--- src/hdl/psaod_pkg.sv ---
// Constants and types shared by the instruction decoder files
package psaod_pkg;

  // ----------------------------------------------------------------
  // Registers, modes and steps
  // ----------------------------------------------------------------
  localparam logic [2:0] REG_STACK_POINTER = 3'h6;
  localparam logic [2:0] REG_PROGRAM_COUNTER = 3'h7;
  localparam logic [2:0] MODE_AUTOINC = 3'h2;
  localparam logic [2:0] MODE_AUTOINC_DEF = 3'h3;
  localparam logic [2:0] MODE_AUTODEC_DEF = 3'h5;
  localparam logic [2:0] MODE_INDEX = 3'h6;
  localparam logic [2:0] MODE_INDEX_DEF = 3'h7;
  localparam logic [15:0] WORD_STEP = 16'h0002;
  localparam logic [1:0] STEP_BYTE = 2'h1;
  localparam logic [1:0] STEP_WORD = 2'h2;

  // ----------------------------------------------------------------
  // Opcode fields
  // ----------------------------------------------------------------
  localparam logic [3:0] OPC_ADD = 4'h6;
  localparam logic [3:0] OPC_SUB = 4'he;
  localparam logic [2:0] OPC_MOVE = 3'h1;
  localparam logic [2:0] OPC_COMPARE = 3'h2;
  localparam logic [2:0] OPC_BIT_TEST = 3'h3;
  localparam logic [2:0] OPC_BIT_CLEAR = 3'h4;
  localparam logic [2:0] OPC_BIT_SET = 3'h5;
  localparam logic [3:0] OPC_BRANCH_ZERO = 4'h0;
  localparam logic [7:0] OPC_EMULATOR_TRAP = 8'h88;
  localparam logic [7:0] OPC_TRAP = 8'h89;
  localparam logic [6:0] OPC_DECREMENT_LOOP = 7'h3f;
  localparam logic [9:0] OPC_CALL_SUPERVISOR = 10'h038;
  localparam logic [9:0] OPC_TEST_AND_SET = 10'h03a;
  localparam logic [9:0] OPC_INTERLOCKED_WRITE = 10'h03b;
  localparam logic [12:0] OPC_OPERATE_HIGH = 13'h0000;

  typedef enum logic [4:0] {
    OP_RESERVED = 5'h00,
    OP_ADD = 5'h01,
    OP_SUB = 5'h02,
    OP_BIT_CLEAR = 5'h03,
    OP_BIT_SET = 5'h04,
    OP_MOVE = 5'h05,
    OP_COMPARE = 5'h06,
    OP_BIT_TEST = 5'h07,
    OP_BRANCH = 5'h08,
    OP_EMULATOR_TRAP = 5'h09,
    OP_TRAP = 5'h0a,
    OP_HALT = 5'h0b,
    OP_WAIT_INTERRUPT = 5'h0c,
    OP_INTERRUPT_RETURN = 5'h0d,
    OP_BREAKPOINT_TRAP = 5'h0e,
    OP_IO_TRAP = 5'h0f,
    OP_RESET_BUS = 5'h10,
    OP_ALT_INTERRUPT_RETURN = 5'h11,
    OP_READ_CPU_TYPE = 5'h12,
    OP_TEST_AND_SET = 5'h13,
    OP_INTERLOCKED_WRITE = 5'h14,
    OP_CALL_SUPERVISOR = 5'h15,
    OP_DECREMENT_LOOP = 5'h16
  } psaod_op_t;

  // Code is {instr[15], instr[10:8]}; carry clear doubles as higher-or-same
  typedef enum logic [3:0] {
    COND_NONE = 4'h0,
    COND_UNCONDITIONAL = 4'h1,
    COND_NOT_EQUAL = 4'h2,
    COND_EQUAL = 4'h3,
    COND_GREATER_EQUAL = 4'h4,
    COND_LESS_THAN = 4'h5,
    COND_GREATER_THAN = 4'h6,
    COND_LESS_EQUAL = 4'h7,
    COND_PLUS = 4'h8,
    COND_MINUS = 4'h9,
    COND_HIGHER = 4'ha,
    COND_LOWER_SAME = 4'hb,
    COND_OVERFLOW_CLEAR = 4'hc,
    COND_OVERFLOW_SET = 4'hd,
    COND_CARRY_CLEAR = 4'he,
    COND_CARRY_SET = 4'hf
  } psaod_cond_t;

  typedef enum logic [2:0] {
    ST_HOLD = 3'h0,
    ST_FETCH = 3'h1,
    ST_DECODE = 3'h2,
    ST_EXT = 3'h3,
    ST_INDIRECT = 3'h4,
    ST_DONE = 3'h5
  } psaod_state_t;

  typedef struct packed {
    psaod_op_t op;
    logic byte_op;
    psaod_cond_t cond;
    logic [7:0] low_byte;
    logic [2:0] loop_reg;
    logic [5:0] loop_offset;
    logic [5:0] src_spec;
    logic [5:0] dst_spec;
    logic has_src;
    logic has_dst;
    logic [1:0] src_step;
    logic [1:0] dst_step;
    logic reserved;
  } psaod_dec_t;

  typedef struct packed {
    logic from_counter;
    logic immediate;
    logic [15:0] ea;
    logic [15:0] data;
  } psaod_opnd_t;

  typedef struct packed {
    logic req;
    logic [15:0] addr;
  } psaod_mem_t;

  typedef struct packed {
    psaod_state_t st;
    logic [15:0] program_counter;
    logic [15:0] instr;
    psaod_dec_t dec;
    psaod_opnd_t src;
    psaod_opnd_t dst;
    psaod_mem_t mem;
    logic cur_dst;
    logic dec_valid;
  } psaod_regs_t;

  localparam psaod_regs_t REGS_RESET = '0;

endpackage

--- src/hdl/psaod_spec_eval.sv ---
// Operand specifier evaluator: program counter modes and step size
`timescale 1ns/1ps
module psaod_spec_eval (
  input wire logic [5:0] spec,
  input wire logic byte_op,
  output logic counter_ext,
  output logic counter_indirect,
  output logic [1:0] step
);

  logic [2:0] mode;
  logic [2:0] regn;
  logic on_counter;

  assign mode = spec[5:3];
  assign regn = spec[2:0];
  assign on_counter = (regn == psaod_pkg::REG_PROGRAM_COUNTER);

  always_comb begin
    counter_ext = on_counter && (mode == psaod_pkg::MODE_AUTOINC || mode == psaod_pkg::MODE_AUTOINC_DEF
                  || mode == psaod_pkg::MODE_INDEX || mode == psaod_pkg::MODE_INDEX_DEF);
    counter_indirect = on_counter && (mode == psaod_pkg::MODE_INDEX_DEF);
    // Stack pointer and counter keep word alignment even for byte data
    if (!byte_op || regn >= psaod_pkg::REG_STACK_POINTER || mode == psaod_pkg::MODE_AUTOINC_DEF
        || mode == psaod_pkg::MODE_AUTODEC_DEF) begin
      step = psaod_pkg::STEP_WORD;
    end else begin
      step = psaod_pkg::STEP_BYTE;
    end
  end

endmodule

--- src/hdl/psaod_decoder.sv ---
// Instruction decoder with program counter operand resolution
//
// Contract
// - Mode 2 on program counter is autoincrement; operand is the next word.
// - Immediate source: fetch instruction, step counter, read operand, step again.
// - Mode 3 on program counter: following word is the absolute operand address.
// - Mode 6 on program counter: following word plus counter is the address.
// - Mode 7 on program counter: offset plus counter points to the address.
// - Relative modes add the counter value already past the offset word.
// - Stack pointer autoincrement and autodecrement always step by two.
// - Instruction bit 15 set selects byte form for move, compare, bit test, bit clear and bit set; clear selects word form.
// - Add is 06SSDD and subtract is 16SSDD with source and destination.
// - Bit clear B4SSDD and bit set B5SSDD, leading digit chooses byte.
// - Conditional branch codes with the low byte as offset.
// - Unconditional, overflow, carry and higher branch codes; higher-or-same equals carry clear.
// - 104000-104377 emulator trap, 104400-104777 trap; low byte goes to handler.
// - Fixed operate codes 000000 through 000007.
// - Test-and-set 0072DD and interlocked write 0073DD, one destination.
// - Call supervisor 0070DD with one operand specifier.
// - Decrement-and-loop 077RNN, register R and six-bit backward offset.
// - Each word read through the program counter advances it by two.
`timescale 1ns/1ps
module psaod_decoder (
  input wire logic clock,
  input wire logic sys_rst,
  input wire logic next_req,
  input wire logic next_load,
  input wire logic [15:0] next_target,
  input wire logic [15:0] mem_rdata,
  input wire logic mem_ack,
  output logic mem_req,
  output logic [15:0] mem_addr,
  output logic dec_valid,
  output psaod_pkg::psaod_dec_t dec,
  output psaod_pkg::psaod_opnd_t src_opnd,
  output psaod_pkg::psaod_opnd_t dst_opnd,
  output logic [15:0] program_counter
);

  psaod_pkg::psaod_regs_t s_r;
  psaod_pkg::psaod_regs_t s_nxt;
  psaod_pkg::psaod_dec_t d;
  psaod_pkg::psaod_opnd_t opnd;
  logic [15:0] ins;
  logic [15:0] counter_after;
  logic [5:0] cur_spec;
  logic [2:0] cur_mode;
  logic more_dst;
  logic src_ext;
  logic src_indirect;
  logic [1:0] src_step;
  logic dst_ext;
  logic dst_indirect;
  logic [1:0] dst_step;
  logic [5:0] src_field;
  logic [5:0] dst_field;
  logic byte_form;
  logic cur_indirect;

  assign ins = s_r.instr;
  assign counter_after = s_r.program_counter + psaod_pkg::WORD_STEP;
  assign cur_spec = s_r.cur_dst ? d.dst_spec : d.src_spec;
  assign cur_mode = cur_spec[5:3];

  // ----------------------------------------------------------------
  // Operand specifier evaluation
  // ----------------------------------------------------------------
  // Fields come from the word itself, not from the decode result, so the
  // evaluators never loop back into the process that reads their steps.
  always_comb begin
    src_field = ins[11:6];
    dst_field = ins[5:0];
    byte_form = 1'b0;
    if (ins[14:12] >= psaod_pkg::OPC_MOVE && ins[14:12] <= psaod_pkg::OPC_BIT_SET) begin
      byte_form = ins[15];
    end
  end

  psaod_spec_eval u_src_eval (
    .spec(src_field),
    .byte_op(byte_form),
    .counter_ext(src_ext),
    .counter_indirect(src_indirect),
    .step(src_step)
  );

  psaod_spec_eval u_dst_eval (
    .spec(dst_field),
    .byte_op(byte_form),
    .counter_ext(dst_ext),
    .counter_indirect(dst_indirect),
    .step(dst_step)
  );

  // Destination still needs an extension word after the source is done
  assign more_dst = !s_r.cur_dst && d.has_dst && dst_ext;
  assign cur_indirect = s_r.cur_dst ? dst_indirect : src_indirect;

  // ----------------------------------------------------------------
  // Opcode decode
  // ----------------------------------------------------------------
  always_comb begin
    d = '0;
    d.op = psaod_pkg::OP_RESERVED;
    d.cond = psaod_pkg::COND_NONE;
    d.reserved = 1'b1;
    d.low_byte = ins[7:0];
    d.loop_reg = ins[8:6];
    d.loop_offset = ins[5:0];
    d.src_spec = ins[11:6];
    d.dst_spec = ins[5:0];
    if (ins[15:12] == psaod_pkg::OPC_ADD) begin
      d.op = psaod_pkg::OP_ADD;
      d.has_src = 1'b1;
      d.has_dst = 1'b1;
      d.reserved = 1'b0;
    end else if (ins[15:12] == psaod_pkg::OPC_SUB) begin
      d.op = psaod_pkg::OP_SUB;
      d.has_src = 1'b1;
      d.has_dst = 1'b1;
      d.reserved = 1'b0;
    end else if (ins[14:12] >= psaod_pkg::OPC_MOVE && ins[14:12] <= psaod_pkg::OPC_BIT_SET) begin
      d.byte_op = ins[15];
      d.has_src = 1'b1;
      d.has_dst = 1'b1;
      d.reserved = 1'b0;
      if (ins[14:12] == psaod_pkg::OPC_BIT_CLEAR) begin
        d.op = psaod_pkg::OP_BIT_CLEAR;
      end else if (ins[14:12] == psaod_pkg::OPC_BIT_SET) begin
        d.op = psaod_pkg::OP_BIT_SET;
      end else if (ins[14:12] == psaod_pkg::OPC_BIT_TEST) begin
        d.op = psaod_pkg::OP_BIT_TEST;
      end else if (ins[14:12] == psaod_pkg::OPC_COMPARE) begin
        d.op = psaod_pkg::OP_COMPARE;
      end else begin
        d.op = psaod_pkg::OP_MOVE;
      end
    end else if (ins[14:11] == psaod_pkg::OPC_BRANCH_ZERO && {ins[15], ins[10:8]} != 4'h0) begin
      // Condition comes straight from the code bits, so aliases cannot diverge
      d.op = psaod_pkg::OP_BRANCH;
      d.cond = psaod_pkg::psaod_cond_t'({ins[15], ins[10:8]});
      d.reserved = 1'b0;
    end else if (ins[15:8] == psaod_pkg::OPC_EMULATOR_TRAP) begin
      d.op = psaod_pkg::OP_EMULATOR_TRAP;
      d.reserved = 1'b0;
    end else if (ins[15:8] == psaod_pkg::OPC_TRAP) begin
      d.op = psaod_pkg::OP_TRAP;
      d.reserved = 1'b0;
    end else if (ins[15:9] == psaod_pkg::OPC_DECREMENT_LOOP) begin
      d.op = psaod_pkg::OP_DECREMENT_LOOP;
      d.reserved = 1'b0;
    end else if (ins[15:6] == psaod_pkg::OPC_CALL_SUPERVISOR) begin
      d.op = psaod_pkg::OP_CALL_SUPERVISOR;
      d.has_dst = 1'b1;
      d.reserved = 1'b0;
    end else if (ins[15:6] == psaod_pkg::OPC_TEST_AND_SET) begin
      d.op = psaod_pkg::OP_TEST_AND_SET;
      d.has_dst = 1'b1;
      d.reserved = 1'b0;
    end else if (ins[15:6] == psaod_pkg::OPC_INTERLOCKED_WRITE) begin
      d.op = psaod_pkg::OP_INTERLOCKED_WRITE;
      d.has_dst = 1'b1;
      d.reserved = 1'b0;
    end else if (ins[15:3] == psaod_pkg::OPC_OPERATE_HIGH) begin
      d.reserved = 1'b0;
      unique case (ins[2:0])
        3'h0: begin
          d.op = psaod_pkg::OP_HALT;
        end
        3'h1: begin
          d.op = psaod_pkg::OP_WAIT_INTERRUPT;
        end
        3'h2: begin
          d.op = psaod_pkg::OP_INTERRUPT_RETURN;
        end
        3'h3: begin
          d.op = psaod_pkg::OP_BREAKPOINT_TRAP;
        end
        3'h4: begin
          d.op = psaod_pkg::OP_IO_TRAP;
        end
        3'h5: begin
          d.op = psaod_pkg::OP_RESET_BUS;
        end
        3'h6: begin
          d.op = psaod_pkg::OP_ALT_INTERRUPT_RETURN;
        end
        3'h7: begin
          d.op = psaod_pkg::OP_READ_CPU_TYPE;
        end
      endcase
    end
    // Absent operands keep a zero step, so no phantom access is implied
    if (d.has_src) begin
      d.src_step = src_step;
    end
    if (d.has_dst) begin
      d.dst_step = dst_step;
    end
  end

  // ----------------------------------------------------------------
  // Sequencer
  // ----------------------------------------------------------------
  // Every memory request is preceded by a cycle with the request low, so
  // an acknowledge can never be counted twice for one request.
  always_comb begin
    s_nxt = s_r;
    s_nxt.dec_valid = 1'b0;
    opnd = s_r.cur_dst ? s_r.dst : s_r.src;
    unique case (s_r.st)
      psaod_pkg::ST_HOLD: begin
        if (next_req) begin
          if (next_load) begin
            s_nxt.program_counter = next_target;
          end
          s_nxt.st = psaod_pkg::ST_FETCH;
        end
      end
      psaod_pkg::ST_FETCH: begin
        if (!s_r.mem.req) begin
          s_nxt.mem.req = 1'b1;
          s_nxt.mem.addr = s_r.program_counter;
        end else if (mem_ack) begin
          s_nxt.mem.req = 1'b0;
          s_nxt.instr = mem_rdata;
          s_nxt.program_counter = counter_after;
          s_nxt.src = '0;
          s_nxt.dst = '0;
          s_nxt.cur_dst = 1'b0;
          s_nxt.st = psaod_pkg::ST_DECODE;
        end
      end
      psaod_pkg::ST_DECODE: begin
        s_nxt.dec = d;
        // Reserved words skip operand resolution entirely
        if (!d.reserved && d.has_src && src_ext) begin
          s_nxt.cur_dst = 1'b0;
          s_nxt.st = psaod_pkg::ST_EXT;
        end else if (!d.reserved && d.has_dst && dst_ext) begin
          s_nxt.cur_dst = 1'b1;
          s_nxt.st = psaod_pkg::ST_EXT;
        end else begin
          s_nxt.st = psaod_pkg::ST_DONE;
        end
      end
      psaod_pkg::ST_EXT: begin
        if (!s_r.mem.req) begin
          s_nxt.mem.req = 1'b1;
          s_nxt.mem.addr = s_r.program_counter;
        end else if (mem_ack) begin
          s_nxt.mem.req = 1'b0;
          s_nxt.program_counter = counter_after;
          opnd = '0;
          opnd.from_counter = 1'b1;
          if (cur_mode == psaod_pkg::MODE_AUTOINC) begin
            opnd.immediate = 1'b1;
            opnd.ea = s_r.program_counter;
            opnd.data = mem_rdata;
          end else if (cur_mode == psaod_pkg::MODE_AUTOINC_DEF) begin
            opnd.ea = mem_rdata;
          end else begin
            // Offset joins the counter already advanced past this word
            opnd.ea = mem_rdata + counter_after;
          end
          if (s_r.cur_dst) begin
            s_nxt.dst = opnd;
          end else begin
            s_nxt.src = opnd;
          end
          if (cur_indirect) begin
            s_nxt.st = psaod_pkg::ST_INDIRECT;
          end else if (more_dst) begin
            s_nxt.cur_dst = 1'b1;
          end else begin
            s_nxt.st = psaod_pkg::ST_DONE;
          end
        end
      end
      psaod_pkg::ST_INDIRECT: begin
        if (!s_r.mem.req) begin
          s_nxt.mem.req = 1'b1;
          s_nxt.mem.addr = opnd.ea;
        end else if (mem_ack) begin
          s_nxt.mem.req = 1'b0;
          opnd.ea = mem_rdata;
          if (s_r.cur_dst) begin
            s_nxt.dst = opnd;
          end else begin
            s_nxt.src = opnd;
          end
          if (more_dst) begin
            s_nxt.cur_dst = 1'b1;
            s_nxt.st = psaod_pkg::ST_EXT;
          end else begin
            s_nxt.st = psaod_pkg::ST_DONE;
          end
        end
      end
      psaod_pkg::ST_DONE: begin
        s_nxt.dec_valid = 1'b1;
        s_nxt.st = psaod_pkg::ST_HOLD;
      end
      default: begin
        s_nxt = psaod_pkg::REGS_RESET;
      end
    endcase
  end

  always_ff @(posedge clock) begin
    if (sys_rst) begin
      s_r <= psaod_pkg::REGS_RESET;
    end else begin
      s_r <= s_nxt;
    end
  end

  // ----------------------------------------------------------------
  // Outputs
  // ----------------------------------------------------------------
  assign mem_req = s_r.mem.req;
  assign mem_addr = s_r.mem.addr;
  assign dec_valid = s_r.dec_valid;
  assign dec = s_r.dec;
  assign src_opnd = s_r.src;
  assign dst_opnd = s_r.dst;
  assign program_counter = s_r.program_counter;

endmodule

--- config.mk ---
export PLATFORM = sky130hd
export DESIGN_NAME = psaod_decoder
export DESIGN_NICKNAME = d
export VERILOG_FILES = /design/src/hdl/psaod_pkg.sv /design/src/hdl/psaod_spec_eval.sv /design/src/hdl/psaod_decoder.sv
export SDC_FILE = /design/constraint.sdc
export NUM_CORES = 1
export LEC_CHECK = 0
export ABC_CLOCK_PERIOD_IN_PS = 7440
export BUFFER_PORTS_ARGS = -buffer_cell sky130_fd_sc_hd__buf_2
export CAP_MARGIN = 15
export CORE_ASPECT_RATIO = 1.1
export CORE_UTILIZATION = 60
export DETAILED_ROUTE_END_ITERATION = 10
export HOLD_SLACK_MARGIN = 0.1
export PLACE_DENSITY = 0.86
export SYNTH_ARGS = -nofsm -noshare
export SYNTH_HDL_FRONTEND = slang
export SYNTH_SLANG_ARGS = --single-unit
--- constraint.sdc ---
create_clock -name clock -period 7.44 [get_ports clock]
set_clock_uncertainty 0.2 [all_clocks]
set_input_delay 1.116 -clock clock [delete_from_list [all_inputs] [get_ports clock]]
set_output_delay 1.116 -clock clock [all_outputs]
set_load 0.02 [all_outputs]
==> flow_summary.toml, run 1 <==
[timing]
rsz0062_at_grt = "false"
worst_slew_pin_slew_ns = 0.9782
final_hold_viol_count = 0
hold_ws_ns = 0.2588
setup_tns_ns = 0
finalSetupViolations = 0
min_period_ns = 3.939
finalMaxSlewViolations = 0
period_share_pct = 52.94
max-slew-margin-rel_pct = 34.55
max_freq_ghz = 0.2539
setup_ws_ns = 3.501

[clock_network]
clock_latency_ns = 0.43
clkSlewWorstSetupHoldPaths_ns = 0.06
clock-root-buffer = "clkbuf_16"
htree_levels = 4
cts_tree = "done"
post_cts_buffers = 0
cts_buffers = 17
max-clock-path-buffers = 2
post_cts_resize_count = 0
hold_buffers = 0
cts.sinks = 156

[final_layout]
diodes = 0
drive_above_1_share_pct = 21.00
area_growth_pct = 4.567
fill_cells = 1287
num-nets-final = 1201

[setup_path]
cp_data_required_time_ns = 7.57
startpoint = "program_counter[1]"
cp_slowest_stage_delay_ns = 0.52
cp_slowest_cell = "dfxtp_1"
setup.worst_path.class = "reg -> reg"
r2r-start = "program_counter[1]"
start_kind = "register"
crit_path_max_fanout = 9
worst-r2r-cell-count = 12
timing.rr.end = "src_opnd[31]"
cp_common_cell = "xor2_1"
reg2reg_slack_ns = 3.50
worstSetupEndpointType = "register"
crit_arrival_ns = 4.06
path_cells = "and3_1 > nand3_1 > nor2_1 > xor2_1 > ha_1 > a21oi_1 > o21ai_0 > a2111oi_2 > o31ai_1 > xor2_1 > mux2_2 > a311oi_1"

[global_routing]
antenna_found_initial = 0
grt_max_degree = 83
grt_pass1_wl_um = 41010
overflow = 0
grt_pass1_vias = 7722
grt_util_all_layers_pct = 33.20

[route]
drc_errors = 0
antenna_left = 0
vias = 8443
vias_per_cell = 6.240
drt_iter0_drc = 811
wirelength_um = 26000
firstDrtPassIters = 6
routedWlPerCell_um = 19.21

[placement]
place.gp.congestion = 1.005
post-place-ws_ns = 3.553
hpwl_um = 18490
portBuffers = 184

[synth]
seq_area_frac_synth_pct = 33.93
syn_avg_cell_area_um2 = 7.929
synth_area_mm2 = 0.009205
synth_edf_count = 0
synth_nets = 1217
synth_flop_cell = "dfxtp_1"
ys_ff_latch = 156
async_flop_share_pct = 0
ys_types = 64
ys_warn_count = 0
synthCells = 1161

[hold_path]
whs_path_depth = 2
hold_class = "reg -> reg"
min_to = "dec[3]"
min_from = "dec[3]"

[die]
start_util_pct = 61.39
row_count = 47
fp.dieW_um = 120.1
pin_count = 185
die_area_mm2 = 0.01584
die_h_um = 131.9
core_mm2 = 0.01500

[run_status]
status = "finished clean"

[pwr]
p_switching_uw = 1527
switching_share_pct = 43.41
power_density_mw_per_mm2 = 365.4
pwr-share-seq_pct = 34.8
p_leak_uw = 0.003863
clockPowerShare_pct = 24.2
comb_power_share_pct = 40.9
ir_drop_mv = 0.2146
internal-power_uw = 1990

[flow_run]
cap_violations = 0
-- cells by family (layout without fill, tap and decap cells) --
family / Yosys count / in the layout / synth area share [%]
AND/OR/NAND/NOR: 366 / 366 / 17.34
AO/OA/AOI/OAI: 311 / 311 / 23.28
buffers and inverters: 247 / 243 / 16.28
flip-flops: 156 / 156 / 33.93
multiplexers: 39 / 39 / 4.309
XOR/XNOR: 23 / 23 / 2.188
adder cells (fa/ha/maj): 19 / 19 / 2.664
-- worst max-delay path by stage --
| stage | end | cells after the start |
|---|---|---|
| final | src_opnd[31] | 12 |
| after detailed placement | src_opnd[30] | 11 |
| after CTS | src_opnd[31] | 12 |
| after global routing | src_opnd[31] | 12 |
| after global placement | src_opnd[28] | 11 |
| after floorplan | dst_opnd[31] | 8 |
-- metrics by stage --
| stage | utilization [%] | total power [uW] | std cells | area, um2 |
|---|---|---|---|---|
| 6_report | 64.19 | 3517 | 1353 | 9625 |
| 5_1_grt | 64.19 | 3704 | 1353 | 9625 |
| 4_1_cts | 64.14 | 3489 | 1352 | 9618 |
| 3_5_place_dp | 60.30 | 2640 | 1321 | 9042 |
| 3_3_place_gp | 60.30 | 2617 | 1321 | 9042 |
| 2_1_floorplan | - | 2377 | 1161 | 9205 |
-- sequential cells by signal (all words and copies together) (netlist names), named ones only --
| signal | flops |
|---|---|
| dst_opnd | 34 |
| mem_addr | 16 |
| s_r | 4 |
| dec | 29 |
| src_opnd | 34 |
| program_counter | 16 |
| ins | 16 |
| mem_req | 1 |
| dec_valid | 1 |
-- per-layer routing --
| metal | wire (um) | global-route usage (%) | vias to the layer above |
|---|---|---|---|
| li1 | - | - | 3933 |
| met1 | 10060 | 40.43 | 3959 |
| met2 | 11980 | 51.69 | 446 |
| met3 | 2092 | 7.396 | 105 |
| met4 | 1870 | 23.40 | 0 |
| met5 | 0 | 0 | - |
-- cell type report --
| type | count | area [um2] | area share (%) |
|---|---|---|---|
| tap | 196 | 245.2 | 2.548 |
| multi-input combinational | 758 | 4614 | 47.94 |
| clock inverter | 11 | 118.9 | 1.235 |
| clock buffer | 20 | 456.7 | 4.745 |
| sequential | 156 | 3124 | 32.46 |
| timing repair buffer | 194 | 998.5 | 10.37 |
| inverter | 18 | 67.56 | 0.7019 |
-- cells in the mapped netlist, types with 4 or more instances --
cell | count | area share (%)
or3_1 | 9 | 0.61
o31ai_1 | 5 | 0.41
a31oi_1 | 7 | 0.48
o21bai_1 | 4 | 0.33
buf_2 | 10 | 0.54
nand3_1 | 34 | 1.8
nor2b_1 | 9 | 0.61
and3_1 | 10 | 0.68
o21ai_0 | 35 | 1.9
mux2i_1 | 34 | 3.7
xnor2_1 | 12 | 1.1
xor2_1 | 11 | 1.0
dfxtp_1 | 156 | 34
buf_4 | 147 | 12
nor2_1 | 170 | 6.9
a21o_1 | 6 | 0.49
ha_1 | 18 | 2.4
a222oi_1 | 4 | 0.43
a311oi_1 | 4 | 0.38
inv_1 | 18 | 0.73
nand2_1 | 90 | 3.7
a211oi_1 | 81 | 6.6
a32oi_1 | 7 | 0.67
nor3_1 | 13 | 0.71
clkbuf_1 | 60 | 2.4
buf_1 | 11 | 0.45
a21oi_1 | 70 | 3.8
mux2_2 | 5 | 0.61
nand4_1 | 6 | 0.41
nand2b_1 | 10 | 0.68
a22oi_1 | 54 | 4.4
-- critical path: cells and delay by family (launching register included) --
kind	cells	cell delay, ns
compound gates	5	1.33
simple gates	3	0.71
flops	1	0.52
xor+xnor	2	0.38
mux	1	0.36
fa+ha+maj	1	0.33
-- placed cells by master (no fill, tap or decap), types with 10 or more instances in the layout --
| cell type | count |
|---|---|
| buf_2 | 183 |
| nor2_1 | 170 |
| dfxtp_1 | 155 |
| nand2_1 | 90 |
| a211oi_1 | 81 |
| a21oi_1 | 69 |
| a22oi_1 | 54 |
| o21ai_0 | 35 |
| nand3_1 | 34 |
| mux2i_1 | 34 |
| inv_1 | 18 |
| ha_1 | 18 |
| clkbuf_16 | 17 |
| xnor2_1 | 12 |
| nor3_1 | 12 |
| xor2_1 | 11 |
| buf_4 | 11 |
| and3_1 | 10 |
| nand2b_1 | 10 |
-- power by group through the flow --
stage,clock network [uW],logic [uW],registers [uW]
floorplan,0,1280,1100
global placement,0,1390,1220
detailed placement,0,1410,1230
CTS,856,1420,1210
global route,893,1570,1240
finish,853,1440,1230
No activity file was read; power rests on OpenSTA's default activity.
==> run 2, diff against run 1 <==
--- a/config.mk
+++ b/config.mk
@@ -5,14 +5,14 @@
 export SDC_FILE = /design/constraint.sdc
 export NUM_CORES = 1
 export LEC_CHECK = 0
-export ABC_CLOCK_PERIOD_IN_PS = 7440
+export ABC_CLOCK_PERIOD_IN_PS = 3550
 export BUFFER_PORTS_ARGS = -buffer_cell sky130_fd_sc_hd__buf_2
 export CAP_MARGIN = 15
 export CORE_ASPECT_RATIO = 1.1
-export CORE_UTILIZATION = 60
+export CORE_UTILIZATION = 51
 export DETAILED_ROUTE_END_ITERATION = 10
 export HOLD_SLACK_MARGIN = 0.1
-export PLACE_DENSITY = 0.86
+export PLACE_DENSITY = 0.78
 export SYNTH_ARGS = -nofsm -noshare
 export SYNTH_HDL_FRONTEND = slang
 export SYNTH_SLANG_ARGS = --single-unit
==> constraint.sdc (replaced) <==
create_clock -name clock -period 3.55 [get_ports clock]
set_clock_uncertainty 0.2 [all_clocks]
set_input_delay 0.5325 -clock clock [delete_from_list [all_inputs] [get_ports clock]]
set_output_delay 0.5325 -clock clock [all_outputs]
set_load 0.02 [all_outputs]
==> run 2 against run 1 <==
Register-to-register slack got worse by 3.3 ns. Via count decreased by 0.28%. Sequential cell count unchanged. Worst hold slack got worse by 0.089 ns. Total power increased by 120%. Fmax increased by 16%. Sequential share of layout area decreased by 1.3 points. First-iteration DRC count decreased by 13%. Critical path depth unchanged. Routed wire length increased by 3.1%. Worst setup slack got worse by 3.3 ns. Clock-buffer cell count increased by 1. Highest routed layer unchanged. Largest power group unchanged.
==> flow_summary.toml, run 2 (synthesized netlist as in run 1, its figures left out) <==
[global_routing]
overflow = 0
grt_pass1_vias = 7733
grt_pass1_wl_um = 41420
met1_usage_pct = 36.31
grt_util_all_layers_pct = 29.33
met2_usage_pct = 46.42
gr-usage-met3_pct = 5.770
grt_max_degree = 93
gr-max-usage-layer = "met2"
antenna_found_initial = 0

[die]
die_area_mm2 = 0.01859
start_util_pct = 52.08
fp.dieW_um = 130.1
core_mm2 = 0.01768
row_count = 51
die_h_um = 142.9
pin_count = 185

[route]
vias_per_cell = 5.887
firstDrtPassIters = 5
routedWlPerCell_um = 18.74
drt_iter0_drc = 702
vias = 8419
antenna_left = 0
wirelength_um = 26800
drc_errors = 0

[final_layout]
num-nets-final = 1236
area_growth_pct = 9.053
mostFrequentLayoutCell = "buf_2"
diodes = 0
multi_input_area_mm2 = 0.004628
final_cell_mix = "183 x buf_2, 168 x nor2_1, 154 x dfxtp_1"
post_layout_nonfiller_instances = 1430
stdcell_area_mm2 = 0.01004
fill_cells = 1594
regArea_mm2 = 0.003126
drive_above_1_share_pct = 23.74

[timing]
finalSetupViolations = 0
rsz0062_at_grt = "true"
worst_slew_pin_slew_ns = 0.8114
min_period_ns = 3.382
max-slew-margin-rel_pct = 45.91
finalMaxSlewViolations = 0
final_hold_viol_count = 0
period_share_pct = 95.27
max_freq_ghz = 0.2957

[clock_network]
hold_buffers = 0
cts_buffers = 17
clock-root-buffer = "clkbuf_16"
clock_latency_ns = 0.43
cts_tree = "done"
cts.sinks = 156
max-clock-path-buffers = 2
htree_levels = 4
clkSlewWorstSetupHoldPaths_ns = 0.07

[hold_path]
min_to = "program_counter[0]"
min_from = "next_load"
whs_path_depth = 3
hold_class = "in -> reg"

[setup_path]
cp_data_required_time_ns = 3.68
setup.worst_path.class = "reg -> reg"
worstSetupEndpointType = "register"
crit_arrival_ns = 3.52
crit_path_max_fanout = 4
start_kind = "register"
worst-r2r-cell-count = 12
r2r-start = "program_counter[1]"
reg2reg_slack_ns = 0.17
timing.rr.end = "src_opnd[31]"

[pwr]
p_leak_uw = 0.004065
internal-power_uw = 4500
clockPowerShare_pct = 25.3
comb_power_share_pct = 42.9
power_density_mw_per_mm2 = 769.6
p_switching_uw = 3226
switching_share_pct = 41.75
pwr-share-seq_pct = 31.7
ir_drop_mv = 0.4382

[run_status]
status = "finished clean"

[placement]
place_inst = 1395
place.gp.congestion = 0.9465
placed_cell_area_mm2 = 0.009360
hpwl_um = 19130
portBuffers = 184

[flow_run]
cap_violations = 0
[run 2: what timing repair did]
| action | CTS | global route |
|---|---|---|
| setup endpoints to repair | 0 | 8 |
| resized for setup | 0 | 8 |
| buffers inserted | 0 | 3 |
[run 2: metrics by stage]
| stage | setup WS (ns) | util, % | hold WS, ns | power (uW) | TNS [ns] |
|---|---|---|---|---|---|
| 3_3_place_gp | 0.1898 | 52.96 | 0.2407 | 5666 | 0 |
| 3_5_place_dp | 0.09534 | 52.96 | 0.2465 | 5704 | 0 |
| 4_1_cts | 0.06649 | 56.54 | 0.1575 | 7661 | 0 |
| 6_report | 0.1680 | 56.79 | 0.1698 | 7726 | 0 |
| 5_1_grt | -0.05174 | 56.79 | 0.1834 | 8158 | -0.1228 |
| 2_1_floorplan | 0.3059 | - | 0.2367 | 4982 | 0 |
[run 2: cell type report]
cell class / count / area share (%)
timing repair buffer: 229 / 12.81
sequential: 156 / 31.14
tap: 238 / 2.966
clock inverter: 10 / 1.620
multi-input combinational: 758 / 46.10
inverter: 18 / 0.6731
clock buffer: 21 / 4.687
[run 2: worst max-delay path by stage]
stage	startpoint	end	cells after the start
6_report	program_counter[1]	src_opnd[31]	12
5_1_grt	program_counter[1]	dst_opnd[31]	12
3_5_place_dp	program_counter[2]	src_opnd[31]	12
2_1_floorplan	program_counter[1]	dst_opnd[31]	12
4_1_cts	program_counter[2]	src_opnd[31]	12
3_3_place_gp	program_counter[2]	dst_opnd[27]	13
[run 2: power by group through the flow]
stage | combinational (uW) | sequential [uW] | clock, uW
after floorplan | 2680 | 2300 | 0
after global placement | 3200 | 2460 | 0
after detailed placement | 3230 | 2470 | 0
after CTS | 3250 | 2440 | 1970
after global routing | 3610 | 2490 | 2050
final | 3320 | 2450 | 1960
[run 2: critical path, cell delays in order, from the launching register on]
cell and delay [ns]:
dfxtp_1 0.35, ha_2 0.21, nand4_1 0.20, nor2_2 0.18, xor2_1 0.22, ha_1 0.30
nand2_1 0.11, o21ai_0 0.14, a2111oi_2 0.39, o31ai_1 0.13, xor2_1 0.21, mux2_2 0.38
a311oi_1 0.26
[run 2: routing by layer]
metal,up-vias,part of all wire [%]
met5,-,0
li1,4009,-
met4,0,5.6
met1,3954,40
met3,87,6.8
met2,369,47
==> run 3, diff against run 2 <==
--- a/config.mk
+++ b/config.mk
@@ -5,6 +5,7 @@
 export SDC_FILE = /design/constraint.sdc
 export NUM_CORES = 1
 export LEC_CHECK = 0
+export ABC_AREA = 1
 export ABC_CLOCK_PERIOD_IN_PS = 3550
 export BUFFER_PORTS_ARGS = -buffer_cell sky130_fd_sc_hd__buf_2
 export CAP_MARGIN = 15
@@ -12,7 +13,7 @@
 export CORE_UTILIZATION = 51
 export DETAILED_ROUTE_END_ITERATION = 10
 export HOLD_SLACK_MARGIN = 0.1
-export PLACE_DENSITY = 0.78
+export PLACE_DENSITY = 0.77
 export SYNTH_ARGS = -nofsm -noshare
 export SYNTH_HDL_FRONTEND = slang
 export SYNTH_SLANG_ARGS = --single-unit
==> run 3 against run 2 <==
Utilization is 0.89 points lower. Routed wire length rose by 9.3%. Combinational power is 31% higher. Sequential power grew 3%. Register-to-register slack better by 0.03 ns. Final area up 3.6%. Worst hold slack improved by 0.015 ns. Die area grew 6.5%. Sequential cell count did not move. Worst setup slack better by 0.028 ns.
==> flow_summary.toml, run 3 <==
[run_status]
status = "finished clean"

[clock_network]
hold_buffers = 0
cts.sinks = 156
max-clock-path-buffers = 2
clkSlewWorstSetupHoldPaths_ns = 0.06
cts_tree = "done"
htree_levels = 4
cts_buffers = 17
clock-root-buffer = "clkbuf_16"
clock_latency_ns = 0.44

[synth]
synth_nets = 1517
synth_edf_count = 0
synthCells = 1461
async_flop_share_pct = 0
ys_warn_count = 0
synth_flop_cell = "dfxtp_1"
yosysTopAreaCellShare_pct = 31.84
netlist_top_cells_area = "dfxtp_1 32%, nand2_1 12%, buf_4 11%"
syn_avg_cell_area_um2 = 6.713
synth.largest_area_cell = "dfxtp_1"
seq_area_frac_synth_pct = 31.84
synth_common_cells = "317 x nand2_1, 190 x a21oi_1, 156 x dfxtp_1"
synth_most_common_cell = "nand2_1"
synth_area_mm2 = 0.009808
ys_ff_latch = 156
ys_types = 48

[setup_path]
crit_family = "simple AND/OR/NAND/NOR gates"
r2r-start = "program_counter[3]"
timing.rr.end = "src_opnd[31]"
worst-path-buf-inv = 3
worst-r2r-cell-count = 23
crit_arrival_ns = 3.49
cp_slowest_cell = "dfxtp_2"
crit_path_max_fanout = 7
reg2reg_slack_ns = 0.20
worstSetupEndpointType = "register"
path_cells = "nand3_1 > inv_1 > nand2_1 > nor2_1 > nand4_1 > nor2_1 > nand4_1 > xnor2_2 > ha_1 > nand2_1 > inv_1 > nand2_1 > nand2_1 > a21oi_1 > nand2_1 > nand2_1 > nand3_1 > nand2_1 > nand3_1 > nand2_1 > nand3_1 > nand2_1 > inv_1"
cp_slowest_stage_delay_ns = 0.40
cp_data_required_time_ns = 3.69
cp_common_cell = "nand2_1"
setup.worst_path.class = "reg -> reg"
start_kind = "register"

[timing]
worst_slew_pin_slew_ns = 0.9438
hold_ws_ns = 0.1849
setup_ws_ns = 0.1956
max_freq_ghz = 0.2981
finalSetupViolations = 0
min_period_ns = 3.354
final_hold_viol_count = 0
finalMaxSlewViolations = 0
period_share_pct = 94.49
max-slew-margin-rel_pct = 37.08

[route]
routedWlPerCell_um = 17.05
antenna_left = 0
wirelength_um = 29290
firstDrtPassIters = 5
drc_errors = 0
vias = 9631
drt_iter0_drc = 911
vias_per_cell = 5.606

[placement]
post-place-ws_ns = 0.1951
place.gp.congestion = 0.9304
hpwl_um = 21600
placed_cell_area_mm2 = 0.009748
portBuffers = 184

[die]
core_mm2 = 0.01861
fp.dieW_um = 134.2
die_h_um = 147.4
row_count = 52
pin_count = 185
die_area_mm2 = 0.01979
start_util_pct = 52.71

[pwr]
ir_drop_mv = 0.4185
p_leak_uw = 0.004831
finalPower_uw = 8784
power_density_mw_per_mm2 = 844.4

[hold_path]
whs_path_depth = 3
min_from = "next_target[14]"
min_to = "program_counter[14]"
hold_class = "in -> reg"

[global_routing]
grt_max_degree = 89
overflow = 0
antenna_found_initial = 0
grt_pass1_wl_um = 45570
grt_util_all_layers_pct = 29.63
grt_pass1_vias = 8581

[flow_run]
cap_violations = 0

[final_layout]
num-nets-final = 1520
stdcell_area_mm2 = 0.01040
area_growth_pct = 6.060
drive_above_1_share_pct = 18.64
fill_cells = 1831
mostFrequentLayoutCell = "nand2_1"
diodes = 0
final_cell_mix = "317 x nand2_1, 190 x a21oi_1, 184 x buf_2"
[run 3: cell type report]
type	count	area [um2]	area share, %
Clock inverter	10	138.9	1.335
Multi-Input combinational cell	941	4758	45.74
Clock buffer	20	466.7	4.486
Sequential cell	156	3127	30.06
Inverter	149	561.8	5.401
Timing Repair Buffer	199	1046	10.06
Tap cell	243	304.0	2.923
[run 3: worst max path at each step]
stage / startpoint / to / slack (ns) / depth (start not counted)
after floorplan: program_counter[1] / src_opnd[31] / 0.61 / 24
after global placement: program_counter[2] / dst_opnd[31] / 0.27 / 24
after detailed placement: program_counter[2] / dst_opnd[31] / 0.20 / 24
after CTS: program_counter[2] / src_opnd[31] / 0.16 / 24
after global routing: program_counter[3] / src_opnd[31] / -0.07 / 23
final: program_counter[3] / src_opnd[31] / 0.20 / 23
[run 3: report_power, final]
group	switching (uW)	total, uW	internal [uW]
Combinational	2970	4340	1380
Sequential	407	2530	2130
Clock	753	1910	1150
Total	4130	8780	4660
[run 3: repair_timing]
item                       CTS  global route
setup endpoints to repair    0             8
hold endpoints to repair     0             0
buffers inserted             0             0
resized for setup            0             9
[run 3: metrics by stage]
step,instances,setup TNS [ns],utilization [%]
detailed placement,1688,0,52.39
CTS,1718,0,55.64
finish,1718,0,55.90
global route,1718,-0.1187,55.90
floorplan,1461,0,-
global placement,1688,0,52.39
[run 3: layer usage]
metal | GRT usage (%) | up-vias | share of wire, % | wire, um
li1 | - | 4666 | - | -
met1 | 38.02 | 4411 | 41 | 12010
met2 | 47.62 | 483 | 46 | 13480
met3 | 5.556 | 71 | 8.7 | 2545
met4 | 14.72 | 0 | 4.3 | 1257
met5 | 0 | - | 0 | 0
[run 3: worst reg2reg max path, cell delays in order, from the launching register on]
cell and delay (ns):
dfxtp_2 0.40, nand3_1 0.12, inv_1 0.11, nand2_1 0.07
nor2_1 0.20, nand4_1 0.15, nor2_1 0.17, nand4_1 0.16
xnor2_2 0.19, ha_1 0.35, nand2_1 0.13, inv_1 0.05
nand2_1 0.05, nand2_1 0.05, a21oi_1 0.17, nand2_1 0.07
nand2_1 0.09, nand3_1 0.07, nand2_1 0.07, nand3_1 0.06
nand2_1 0.12, nand3_1 0.09, nand2_1 0.08, inv_1 0.04
[run 3: cells by family after synthesis]
family / share of synthesized area [%]
AND/OR/NAND/NOR: 21.38
AO/OA/AOI/OAI: 22.76
buffers and inverters: 20.18
flip-flops: 31.84
adder cells (fa/ha/maj): 2.500
XOR/XNOR: 1.339
